`src/rtl/acmp_pkg.sv`:
```
// Constants for the analog comparator control block
package acmp_pkg;
    localparam logic [7:0] DATA_OFS_CSR       = 8'h50;
    localparam logic [7:0] IO_REMAP_OFS       = 8'h20;
    localparam logic [7:0] IO_OFS_CSR         = DATA_OFS_CSR - IO_REMAP_OFS;
    localparam logic [7:0] DATA_OFS_CONV_B    = 8'h7B;
    localparam logic [7:0] DATA_OFS_PIN_OFF   = 8'h7F;
    localparam logic [7:0] RESET_BYTE         = 8'h00;
    // Comparator control/status fields
    localparam int CSR_POWER_OFF   = 7;
    localparam int CSR_BANDGAP     = 6;
    localparam int CSR_OUTPUT      = 5;
    localparam int CSR_FLAG        = 4;
    localparam int CSR_IRQ_EN      = 3;
    localparam int CSR_CAPTURE     = 2;
    localparam int CSR_MODE_HI     = 1;
    localparam int CSR_MODE_LO     = 0;
    // Converter control b fields
    localparam int CONVB_MUX_EN    = 6;
    localparam int CONVB_TRIG_HI   = 2;
    localparam int CONVB_TRIG_LO   = 0;
    // Pin input disable fields
    localparam int PIN_POS_OFF     = 0;
    localparam int PIN_NEG_OFF     = 1;
    localparam logic [7:0] CSR_WMASK   = 8'hDF;
    localparam logic [7:0] CONVB_MASK  = 8'h47;
    localparam logic [7:0] PIN_MASK    = 8'h03;

    typedef enum logic [1:0] {
        MODE_TOGGLE   = 2'h0,
        MODE_RESERVED = 2'h1,
        MODE_FALL     = 2'h2,
        MODE_RISE     = 2'h3
    } irq_mode_e;

    typedef enum logic [2:0] {
        TRIG_FREE_RUN  = 3'h0,
        TRIG_COMPARE   = 3'h1,
        TRIG_EXT_INT0  = 3'h2,
        TRIG_T0_CMPA   = 3'h3,
        TRIG_T0_OVF    = 3'h4,
        TRIG_T1_CMPB   = 3'h5,
        TRIG_T1_OVF    = 3'h6,
        TRIG_T1_CAPT   = 3'h7
    } trig_src_e;

    localparam int NUM_TRIG = 8;
endpackage

```
`src/rtl/trig_if.sv`:
```
// Interface carrying trigger sources into the trigger selector
`timescale 1ns/1ps
interface trig_if;
    logic [7:0] flags;
    logic [2:0] source;
    logic       auto_en;
    logic       conv_en;
    logic       busy;
    logic       start;
    modport ctrl (output flags, output source, output auto_en, output conv_en, output busy, input start);
    modport sel  (input flags, input source, input auto_en, input conv_en, input busy, output start);
endinterface

```
`src/rtl/trig_select.sv`:
```
// Auto-trigger source selection and edge detection
`timescale 1ns/1ps
module trig_select (
    input  wire logic mclk,
    input  wire logic rst,
    input  wire logic ce,
    trig_if.sel       tb
);
    logic sel_q;
    logic sel_d;
    logic start_q;
    logic start_d;
    logic level;

    // Free running presents a constant low level, so choosing it never makes an edge
    always_comb begin
        level = (tb.source == acmp_pkg::TRIG_FREE_RUN) ? 1'b0 : tb.flags[tb.source];
        sel_d = tb.auto_en ? level : 1'b0;
        // Selector change onto a set flag is a rising edge too
        start_d = tb.auto_en && tb.conv_en && level && !sel_q && !tb.busy;
    end

    always_ff @(posedge mclk) begin
        if (rst) begin
            sel_q   <= 1'b0;
            start_q <= 1'b0;
        end else if (ce) begin
            sel_q   <= sel_d;
            start_q <= start_d;
        end
    end

    assign tb.start = start_q;
endmodule // trig_select

```
`src/rtl/analog_comparator_control.sv`:
```
// Analog comparator control, status and converter trigger selection
`timescale 1ns/1ps
// Overview of operation
// - Mux enable, converter off: converter mux negative
// - Mux enable clear: dedicated pin negative
// - Low channel bits pick one of eight
// - Trigger field inert unless auto-trigger enabled
// - Rising edge of chosen flag starts conversion
// - Switching to set flag makes an edge
// - Selecting free running makes no trigger
// - Trigger field decodes to eight sources
// - Edges during a conversion are ignored
// - Power-off bit switches comparator off anytime
// - Bandgap select feeds reference to positive
// - Output status read-only, synchronised two flops
// - Flag set on mode-selected output event
// - Request needs flag, enable, global enable
// - Flag clears on vector or writing one
// - Capture route feeds output to timer
// - Mode field: toggle, reserved, fall, rise
// - Pin input disable forces port bit zero
// - Control register at data and I/O offsets
module analog_comparator_control (
    input  wire logic       mclk,
    input  wire logic       rst,
    input  wire logic       ce,
    // Processor register bus
    input  wire logic [7:0] data_addr,
    input  wire logic       data_wr,
    input  wire logic       data_rd,
    input  wire logic [5:0] io_addr,
    input  wire logic       io_wr,
    input  wire logic       io_rd,
    input  wire logic [7:0] wdata,
    output logic      [7:0] rdata,
    // Converter and core context
    input  wire logic       converter_enable,
    input  wire logic       auto_trigger_enable,
    input  wire logic [2:0] channel_select,
    input  wire logic       conversion_busy,
    input  wire logic       conversion_done_flag,
    input  wire logic       ext_int0_flag,
    input  wire logic       t0_cmpa_flag,
    input  wire logic       t0_ovf_flag,
    input  wire logic       t1_cmpb_flag,
    input  wire logic       t1_ovf_flag,
    input  wire logic       t1_capt_flag,
    input  wire logic       global_irq_enable,
    input  wire logic       irq_vector_taken,
    // Analog front end
    input  wire logic       cmp_raw,
    input  wire logic       pos_cmp_pin_in,
    input  wire logic       neg_cmp_pin_in,
    // Outputs
    output logic            conv_auto_start,
    output logic            cmp_irq_req,
    output logic            cmp_power_off,
    output logic            cmp_bandgap_select,
    output logic            neg_src_mux,
    output logic      [2:0] neg_mux_channel,
    output logic            capture_input,
    output logic            pos_pin_buf_en,
    output logic            neg_pin_buf_en,
    output logic            pos_port_bit,
    output logic            neg_port_bit
);
    // ==========================================================
    // Registers
    logic [7:0] csr_q;
    logic [7:0] csr_d;
    logic [7:0] convb_q;
    logic [7:0] convb_d;
    logic [7:0] pin_q;
    logic [7:0] pin_d;
    logic [7:0] rdata_q;
    logic [7:0] rdata_d;
    logic       sync1_q;
    logic       sync2_q;
    logic       prev_q;
    logic       pos_s1_q;
    logic       pos_s2_q;
    logic       neg_s1_q;
    logic       neg_s2_q;
    logic       pos_port_q;
    logic       neg_port_q;
    logic       cap_q;
    logic       neg_mux_q;
    logic [2:0] chan_q;

    logic       csr_hit_wr;
    logic       csr_hit_rd;
    logic       convb_wr;
    logic       pin_wr;
    logic       event_hit;
    logic       flag_clr;
    logic [7:0] csr_view;

    trig_if tsel();

    // ==========================================================
    // Address decode
    always_comb begin
        csr_hit_wr = (data_wr && data_addr == acmp_pkg::DATA_OFS_CSR) ||
                     (io_wr && {2'h0, io_addr} == acmp_pkg::IO_OFS_CSR);
        csr_hit_rd = (data_rd && data_addr == acmp_pkg::DATA_OFS_CSR) ||
                     (io_rd && {2'h0, io_addr} == acmp_pkg::IO_OFS_CSR);
        convb_wr   = data_wr && data_addr == acmp_pkg::DATA_OFS_CONV_B;
        pin_wr     = data_wr && data_addr == acmp_pkg::DATA_OFS_PIN_OFF;
    end

    // ==========================================================
    // Comparator event detection
    // Powered-off comparator holds its output low; software masks the irq around this
    always_comb begin
        case (acmp_pkg::irq_mode_e'(csr_q[acmp_pkg::CSR_MODE_HI:acmp_pkg::CSR_MODE_LO]))
            acmp_pkg::MODE_TOGGLE: event_hit = sync2_q != prev_q;
            acmp_pkg::MODE_FALL:   event_hit = prev_q && !sync2_q;
            acmp_pkg::MODE_RISE:   event_hit = !prev_q && sync2_q;
            default:               event_hit = 1'b0;
        endcase
    end

    // ==========================================================
    // Register next state
    always_comb begin
        csr_d    = csr_q;
        convb_d  = convb_q;
        pin_d    = pin_q;
        flag_clr = irq_vector_taken ||
                   (csr_hit_wr && wdata[acmp_pkg::CSR_FLAG]);
        if (csr_hit_wr) begin
            csr_d = (wdata & acmp_pkg::CSR_WMASK & ~(8'h01 << acmp_pkg::CSR_FLAG)) |
                    (csr_q & (8'h01 << acmp_pkg::CSR_FLAG));
        end
        if (flag_clr) begin
            csr_d[acmp_pkg::CSR_FLAG] = 1'b0;
        end
        // An event in the clearing cycle still sets the flag
        if (event_hit) begin
            csr_d[acmp_pkg::CSR_FLAG] = 1'b1;
        end
        csr_d[acmp_pkg::CSR_OUTPUT] = 1'b0;
        if (convb_wr) begin
            convb_d = wdata & acmp_pkg::CONVB_MASK;
        end
        if (pin_wr) begin
            pin_d = wdata & acmp_pkg::PIN_MASK;
        end
    end

    // ==========================================================
    // Read data
    always_comb begin
        csr_view = csr_q;
        csr_view[acmp_pkg::CSR_OUTPUT] = sync2_q;
        rdata_d  = acmp_pkg::RESET_BYTE;
        if (csr_hit_rd) begin
            rdata_d = csr_view;
        end else if (data_rd && data_addr == acmp_pkg::DATA_OFS_CONV_B) begin
            rdata_d = convb_q;
        end else if (data_rd && data_addr == acmp_pkg::DATA_OFS_PIN_OFF) begin
            rdata_d = pin_q;
        end
    end

    always_ff @(posedge mclk) begin
        if (rst) begin
            csr_q   <= acmp_pkg::RESET_BYTE;
            convb_q <= acmp_pkg::RESET_BYTE;
            pin_q   <= acmp_pkg::RESET_BYTE;
            rdata_q <= acmp_pkg::RESET_BYTE;
        end else if (ce) begin
            csr_q   <= csr_d;
            convb_q <= convb_d;
            pin_q   <= pin_d;
            rdata_q <= rdata_d;
        end
    end

    // ==========================================================
    // Synchronisers and pin path
    always_ff @(posedge mclk) begin
        if (rst) begin
            sync1_q    <= 1'b0;
            sync2_q    <= 1'b0;
            prev_q     <= 1'b0;
            pos_s1_q   <= 1'b0;
            pos_s2_q   <= 1'b0;
            neg_s1_q   <= 1'b0;
            neg_s2_q   <= 1'b0;
            pos_port_q <= 1'b0;
            neg_port_q <= 1'b0;
            cap_q      <= 1'b0;
            neg_mux_q  <= 1'b0;
            chan_q     <= 3'h0;
        end else if (ce) begin
            sync1_q    <= cmp_raw;
            sync2_q    <= sync1_q;
            prev_q     <= sync2_q;
            pos_s1_q   <= pos_cmp_pin_in;
            pos_s2_q   <= pos_s1_q;
            neg_s1_q   <= neg_cmp_pin_in;
            neg_s2_q   <= neg_s1_q;
            pos_port_q <= pos_s2_q && !pin_q[acmp_pkg::PIN_POS_OFF];
            neg_port_q <= neg_s2_q && !pin_q[acmp_pkg::PIN_NEG_OFF];
            cap_q      <= sync2_q && csr_q[acmp_pkg::CSR_CAPTURE];
            neg_mux_q  <= convb_q[acmp_pkg::CONVB_MUX_EN] && !converter_enable;
            chan_q     <= channel_select;
        end
    end

    // ==========================================================
    // Converter trigger selection
    assign tsel.flags   = {t1_capt_flag, t1_ovf_flag, t1_cmpb_flag, t0_ovf_flag,
                           t0_cmpa_flag, ext_int0_flag, csr_q[acmp_pkg::CSR_FLAG], conversion_done_flag};
    assign tsel.source  = convb_q[acmp_pkg::CONVB_TRIG_HI:acmp_pkg::CONVB_TRIG_LO];
    assign tsel.auto_en = auto_trigger_enable;
    assign tsel.conv_en = converter_enable;
    assign tsel.busy    = conversion_busy;

    trig_select u_trig (
        .mclk (mclk),
        .rst  (rst),
        .ce   (ce),
        .tb   (tsel.sel)
    );

    // ==========================================================
    // Outputs
    assign rdata              = rdata_q;
    assign conv_auto_start    = tsel.start;
    assign cmp_irq_req        = csr_q[acmp_pkg::CSR_FLAG] && csr_q[acmp_pkg::CSR_IRQ_EN] && global_irq_enable;
    assign cmp_power_off      = csr_q[acmp_pkg::CSR_POWER_OFF];
    assign cmp_bandgap_select = csr_q[acmp_pkg::CSR_BANDGAP];
    assign neg_src_mux        = neg_mux_q;
    assign neg_mux_channel    = chan_q;
    assign capture_input      = cap_q;
    assign pos_pin_buf_en     = !pin_q[acmp_pkg::PIN_POS_OFF];
    assign neg_pin_buf_en     = !pin_q[acmp_pkg::PIN_NEG_OFF];
    assign pos_port_bit       = pos_port_q;
    assign neg_port_bit       = neg_port_q;
endmodule // analog_comparator_control

```
`config.mk`:
```
export PLATFORM = sky130hd
export DESIGN_NAME = analog_comparator_control
export DESIGN_NICKNAME = d
export VERILOG_FILES = /design/src/rtl/acmp_pkg.sv /design/src/rtl/trig_if.sv /design/src/rtl/trig_select.sv /design/src/rtl/analog_comparator_control.sv
export SDC_FILE = /design/constraint.sdc
export NUM_CORES = 1
export LEC_CHECK = 0
export BUFFER_PORTS_ARGS = -buffer_cell sky130_fd_sc_hd__buf_4
export CAP_MARGIN = 20
export CORE_MARGIN = 2
export CORE_UTILIZATION = 40
export CTS_CLUSTER_SIZE = 16
export DETAILED_ROUTE_END_ITERATION = 16
export GPL_TIMING_DRIVEN = 0
export PLACE_DENSITY = 0.7
export SLEW_MARGIN = 20
export SYNTH_ARGS = -nofsm -noshare
export SYNTH_HDL_FRONTEND = slang
export SYNTH_SLANG_ARGS = --single-unit
```
`constraint.sdc`:
```
create_clock -name mclk -period 2.35 [get_ports mclk]
set_clock_uncertainty 0.15 [all_clocks]
set_input_delay 0.3525 -clock mclk [delete_from_list [all_inputs] [get_ports mclk]]
set_output_delay 0.3525 -clock mclk [all_outputs]
set_load 0.1 [all_outputs]
```
==> impl_results.md, run 1 <==
* # rows at 23
* DP Cell Count at 298
* Max Clk Rate at 0.549 GHz
* Share of layout cells above drive strength 1 at 30.1%
* Diode count at 0
* Hold_buf cts at 0
* Cts bufs inserted at 5
* Die W at 69.6 µm
* Post-synth EDFFs at 0
* Iter 0 DRT Violations at 91
* Max VDD drop at 0.356 mV
* Area grow syn2layout at 37.6%
* Crit Path Class: input port to flip-flop
* Worst EP required at 2.43 ns
* Most frequent cell after synthesis: dfxtp_1
* Cell Area, Synth at 1720 µm²
* Routability Congestion at 0.858
* Status: complete, no violations
* Post-route ant nets at 0
* Arrival time at the worst endpoint at 1.90 ns
* Die Y-Extent at 69.6 µm
* Clk_lat worst skew at 0.29 ns
* CTS root buf: clkbuf_8
* Detailed Place HPWL at 3230 µm
* Pre-CTS WS at 0.234 ns
* CTS resizes at 0
* Finished Layout Cells at 306
* Yosys top cell by area: dfxtp_1
* # DRC at 0
* WHS at 0.143 ns
* Die area at 4840 µm²
* Synth warnings at 0
* Cell-internal power at 0.962 mW
* Synth unique cells at 31
* Post-CTS Setup Bufs at 0
* Synth top area share at 43.1%
* Main synth FF type: dfxtp_1
* Critical Path End Type: flip-flop
* Initial Utilization at 42.4%
* Combinational share of power at 14.8%
* Hold Crit Class: input port to flip-flop
* Slew headroom at 57.5%
* Clk pwr share at 36.1%
* Top post-synthesis cells by area: dfxtp_1 43%, mux2i_1 15%, nand2b_1 7.6%
* Mapped Cells at 183
* Clk sinks at 37
* CP Launch Type: input port
* Initial antenna violation count at 0
* Post-synthesis sequential area ratio at 43.1%
* Syn_nets at 232
* Syn Area/Cell at 9.40 µm²
* FF/Latch Area at 741 µm²
* First-pass GRT wire length at 7120 µm
* Multi-input logic area at 916 µm²
* Sw Share at 26.9%
* Period utilization at 77.5%
* Leak pwr at 0.988 nW
* Congestion Overflow GR at 0
* IO Count at 68
* Layout Nets at 304
* Final Critical Period at 1.82 ns
* Fraction of registers with async set/reset at 0%
* IO Port Bufs at 65
* Reg power frac at 49.2%
* Reg clk slew, reported paths at 0.08 ns
* Via count at 1567
* Routed WL at 4260 µm
* Filler cells at 404
* Setup TNS at 0 ns
* Initial DRT Pass Iterations at 4
* Final hold vios at 0
* Final setup margin at 0.530 ns
* Worst-path fanout max at 6
* Finish-stage setup viols at 0
* Most frequent cells after synthesis: 37 x dfxtp_1, 26 x mux2i_1, 24 x nor2_1, 21 x nand2b_1
* Slew Limit Fails at 0
* Design area at 2370 µm²
* H-Tree Depth at 2
* DP Area at 2270 µm²
* RSZ-0062 raised after global routing: false
* Vias in the first global route at 1523
* Wire per inst at 13.9 µm
* CTS tree: yes
* Clock tree buffer depth at 2
* MaxCap Viol Count at 0
* Drt via density at 5.12
* Worst-margin pin slew at 0.637 ns
* R2R setup slack at 0.61 ns
* Gr usage total at 18.6%
* Net switching power at 0.354 mW
* Area of the core at 4060 µm²
* PD cells at 556 nW/µm²
* FF+latch count, synth at 37
* Pin count of the biggest net entering global routing at 13
[flip-flops by register name, summed over array words and instances (netlist names), 2 cells and up]
signal and flops:
convb_q 4, csr_q 7, neg_mux_channel 3, pin_q 2, rdata 8
[critical path, stage by stage]
cell and delay (ns):
buf_4 0.11, nor4_1 0.50, nand3_1 0.22, a21boi_2 0.46
mux2i_1 0.24
[cells in the final DEF, fill, tap and decap left out, drive strengths merged]
master,n
o21ai,5
o2111a,1
nor2b,2
nand2b,21
and4,3
nand3,5
nand4b,2
and3,2
a21oi,10
buf,66
a21boi,1
o211ai,4
nor4,2
o2bb2ai,1
or4,2
ha,2
nor4bb,1
mux2i,26
nand2,3
nand4,3
mux4,1
a32o,1
nand3b,2
a311oi,4
clkinv,2
dfxtp,37
clkbuf,16
nor2,24
inv,4
a21o,1
and4b,2
[per-layer routing]
| metal | track usage (%) | wire length (µm) | vias to the layer above |
|---|---|---|---|
| li1 | - | - | 799 |
| met1 | 23.9 | 1990 | 718 |
| met2 | 30.0 | 1980 | 45 |
| met3 | 5.23 | 253 | 5 |
| met4 | 5.88 | 47 | 0 |
| met5 | 0 | 0 | - |
[power by group through the flow]
stage	combinational, mW	clock [mW]	sequential, mW
2_1_floorplan	0.0551	0	0.711
3_3_place_gp	0.192	0	0.662
3_5_place_dp	0.195	0	0.662
4_1_cts	0.195	0.486	0.647
5_1_grt	0.208	0.515	0.649
6_report	0.194	0.475	0.647
[metrics by stage]
step                power, mW  util, %
floorplan               0.766        -
global placement        0.854     56.0
detailed placement      0.857     56.0
CTS                      1.33     58.3
global route             1.37     58.3
finish                   1.32     58.3
[kinds of logic after synthesis]
group	Yosys count	synth area share, %
simple gates	74	24.4
fa+ha+maj	2	1.45
compound gates	28	11.0
buf+inv	15	3.71
flops	37	43.1
mux	27	16.4
[final timing paths]
kind	from	endpoint	depth (start not counted)
worst max register to register	convb_q[0]	u_trig.tb.start	4
worst min-delay path	pos_cmp_pin_in	pos_s1_q	3
worst max-delay path	data_addr[5]	csr_q[6]	5
worst min register to register	rdata[3]	rdata[3]	2
[cell type report]
type	count	area share, %
Multi-Input combinational cell	131	38.7
Sequential cell	37	31.3
Timing Repair Buffer	65	20.6
Clock buffer	6	3.49
Tap cell	50	2.64
Buffer	11	2.06
Inverter	4	0.634
Clock inverter	2	0.581
(Power assumes the default switching activity.)
==> inputs of run 2 (changes only) <==
- PLACE_DENSITY: 0.7 -> 0.72
- clock period: 2.35 -> 1.65 ns (I/O delays scaled with it)
==> run 2 against run 1 <==
Compared with the run above: wire length up 3.4%; global-route usage up 1.2 points; critical path type is now flip-flop to flip-flop; register-to-register slack worse by 0.54 ns; sequential share of layout area down 0.52 points; setup slack worse by 0.46 ns; sequential power up 42%; die area unchanged.
==> impl_results.md, run 2 (synthesized netlist as in run 1, its figures left out) <==
* Filler cells at 376
* Initial antenna violation count at 0
* CP Launch Type: flip-flop
* Layout Nets at 305
* Drt via density at 5.16
* # DRC at 0
* Cts bufs inserted at 5
* Final hold vios at 0
* Biggest cell delay along the critical path at 0.48 ns
* Hold-critical path depth at 3
* Hold Crit Class: input port to flip-flop
* Worst Setup SP: convb_q[0]
* WL met2 at 2170 µm
* Most frequent cells in the layout: 66 x buf_4, 36 x dfxtp_1, 26 x mux2i_1, 24 x nor2_1, 20 x nand2b_1
* Area of the core at 4060 µm²
* R2R Path Start: convb_q[0]
* DR top layer: met4
* Wire per inst at 14.4 µm
* Pin count of the biggest net entering global routing at 12
* Area grow syn2layout at 40.7%
* First-pass GRT wire length at 7640 µm
* Finish-stage setup viols at 0
* Routability Congestion at 0.789
* Congestion Overflow GR at 0
* Leak pwr at 1.02 nW
* MaxCap Viol Count at 0
* Worst-path fanout max at 2
* CTS root buf: clkbuf_8
* Share of layout cells above drive strength 1 at 33.1%
* Worst EP required at 1.68 ns
* Finished Layout Cells at 307
* Via count at 1583
* Clock tree buffer depth at 2
* Period utilization at 95.9%
* Worst-margin pin slew at 0.601 ns
* DP Area at 2270 µm²
* Max Clk Rate at 0.632 GHz
* Routed WL at 4410 µm
* Post-route ant nets at 0
* Routed wl met3 at 233 µm
* Largest register FFs at 8
* Clk_lat worst skew at 0.28 ns
* Arrival time at the worst endpoint at 1.62 ns
* Die area at 4840 µm²
* Final Critical Period at 1.58 ns
* Setup TNS at 0 ns
* Reg clk slew, reported paths at 0.07 ns
* Critical Path End Type: flip-flop
* Clk sinks at 37
* Vias in the first global route at 1629
* FF/Latch Area at 744 µm²
* Slew Limit Fails at 0
* CP max stage cell: mux4_2
* Status: complete, no violations
* IO Port Bufs at 65
* Initial DRT Pass Iterations at 4
* RSZ-0062 raised after global routing: false
* Multi-input logic area at 950 µm²
* PD cells at 784 nW/µm²
* WHS at 0.0442 ns
* Die Y-Extent at 69.6 µm
* DP Cell Count at 298
* # rows at 23
* Detailed Place HPWL at 3310 µm
* Worst Reg-to-Reg Cells at 4
* IO Count at 68
* Diode count at 0
* Iter 0 DRT Violations at 76
* Gr usage total at 19.8%
* Crit Path Class: flip-flop to flip-flop
* Hold_sp: neg_cmp_pin_in
* Die W at 69.6 µm
* Design area at 2420 µm²
* Slew headroom at 60.0%
* Hold_buf cts at 0
* H-Tree Depth at 2
* Met1 Wirelength at 1980 µm
* Sequence of cells on the critical path: mux4_2 -> nand2b_4 -> o2111a_1 -> a32o_1
* Max VDD drop at 0.561 mV
* CTS tree: yes
* Initial Utilization at 42.4%
* Most common cell after layout, fill and taps aside: buf_4
-- run 2: routing by layer --
layer | track usage [%] | vias up
met3 | 5.38 | 5
met5 | 0 | -
met4 | 3.27 | 0
met1 | 24.1 | 732
met2 | 35.4 | 44
li1 | - | 802
-- run 2: final cells by class --
| class | instances | share of cell area [%] |
|---|---|---|
| sequential | 37 | 30.8 |
| inverter | 4 | 0.620 |
| clock inverter | 1 | 0.207 |
| clock buffer | 7 | 3.98 |
| buffer | 11 | 2.12 |
| timing repair buffer | 66 | 20.5 |
| multi-input combinational | 131 | 39.2 |
| tap | 50 | 2.59 |
-- run 2: final timing paths --
kind / to / slack (ns)
max: u_trig.tb.start / 0.07
max reg2reg: u_trig.tb.start / 0.07
min: neg_s1_q / 0.04
min reg2reg: u_trig.sel_q / 0.31
-- run 2: metrics by stage --
stage                     utilization (%)  power (mW)  worst slack, ns
after floorplan                         -        1.09          0.00432
after global placement               56.0        1.22           -0.336
after detailed placement             56.0        1.22           -0.383
after CTS                            59.0        1.91          0.00985
after global routing                 59.6        1.98         0.000572
final                                59.6        1.90           0.0676
-- run 2: timing repair --
item                                    4_1_cts  5_1_grt
gates resized for setup                       5        4
setup buffers                                 1        0
pin swaps                                     0        2
endpoints found under the setup margin       12       11
gates cloned                                  0        0
-- run 2: where the power goes --
group	switching (mW)	leakage, nW	internal (mW)
sequential	0.0117	0.301	0.909
clock	0.316	0.0542	0.378
combinational	0.159	0.662	0.123
total	0.487	1.02	1.41
-- run 2: critical path, delay by kind of cell, from the launching register on --
family / cells / cell delay, ns
compound gates: 2 / 0.35
simple gates: 1 / 0.14
flops: 1 / 0.36
mux: 1 / 0.48
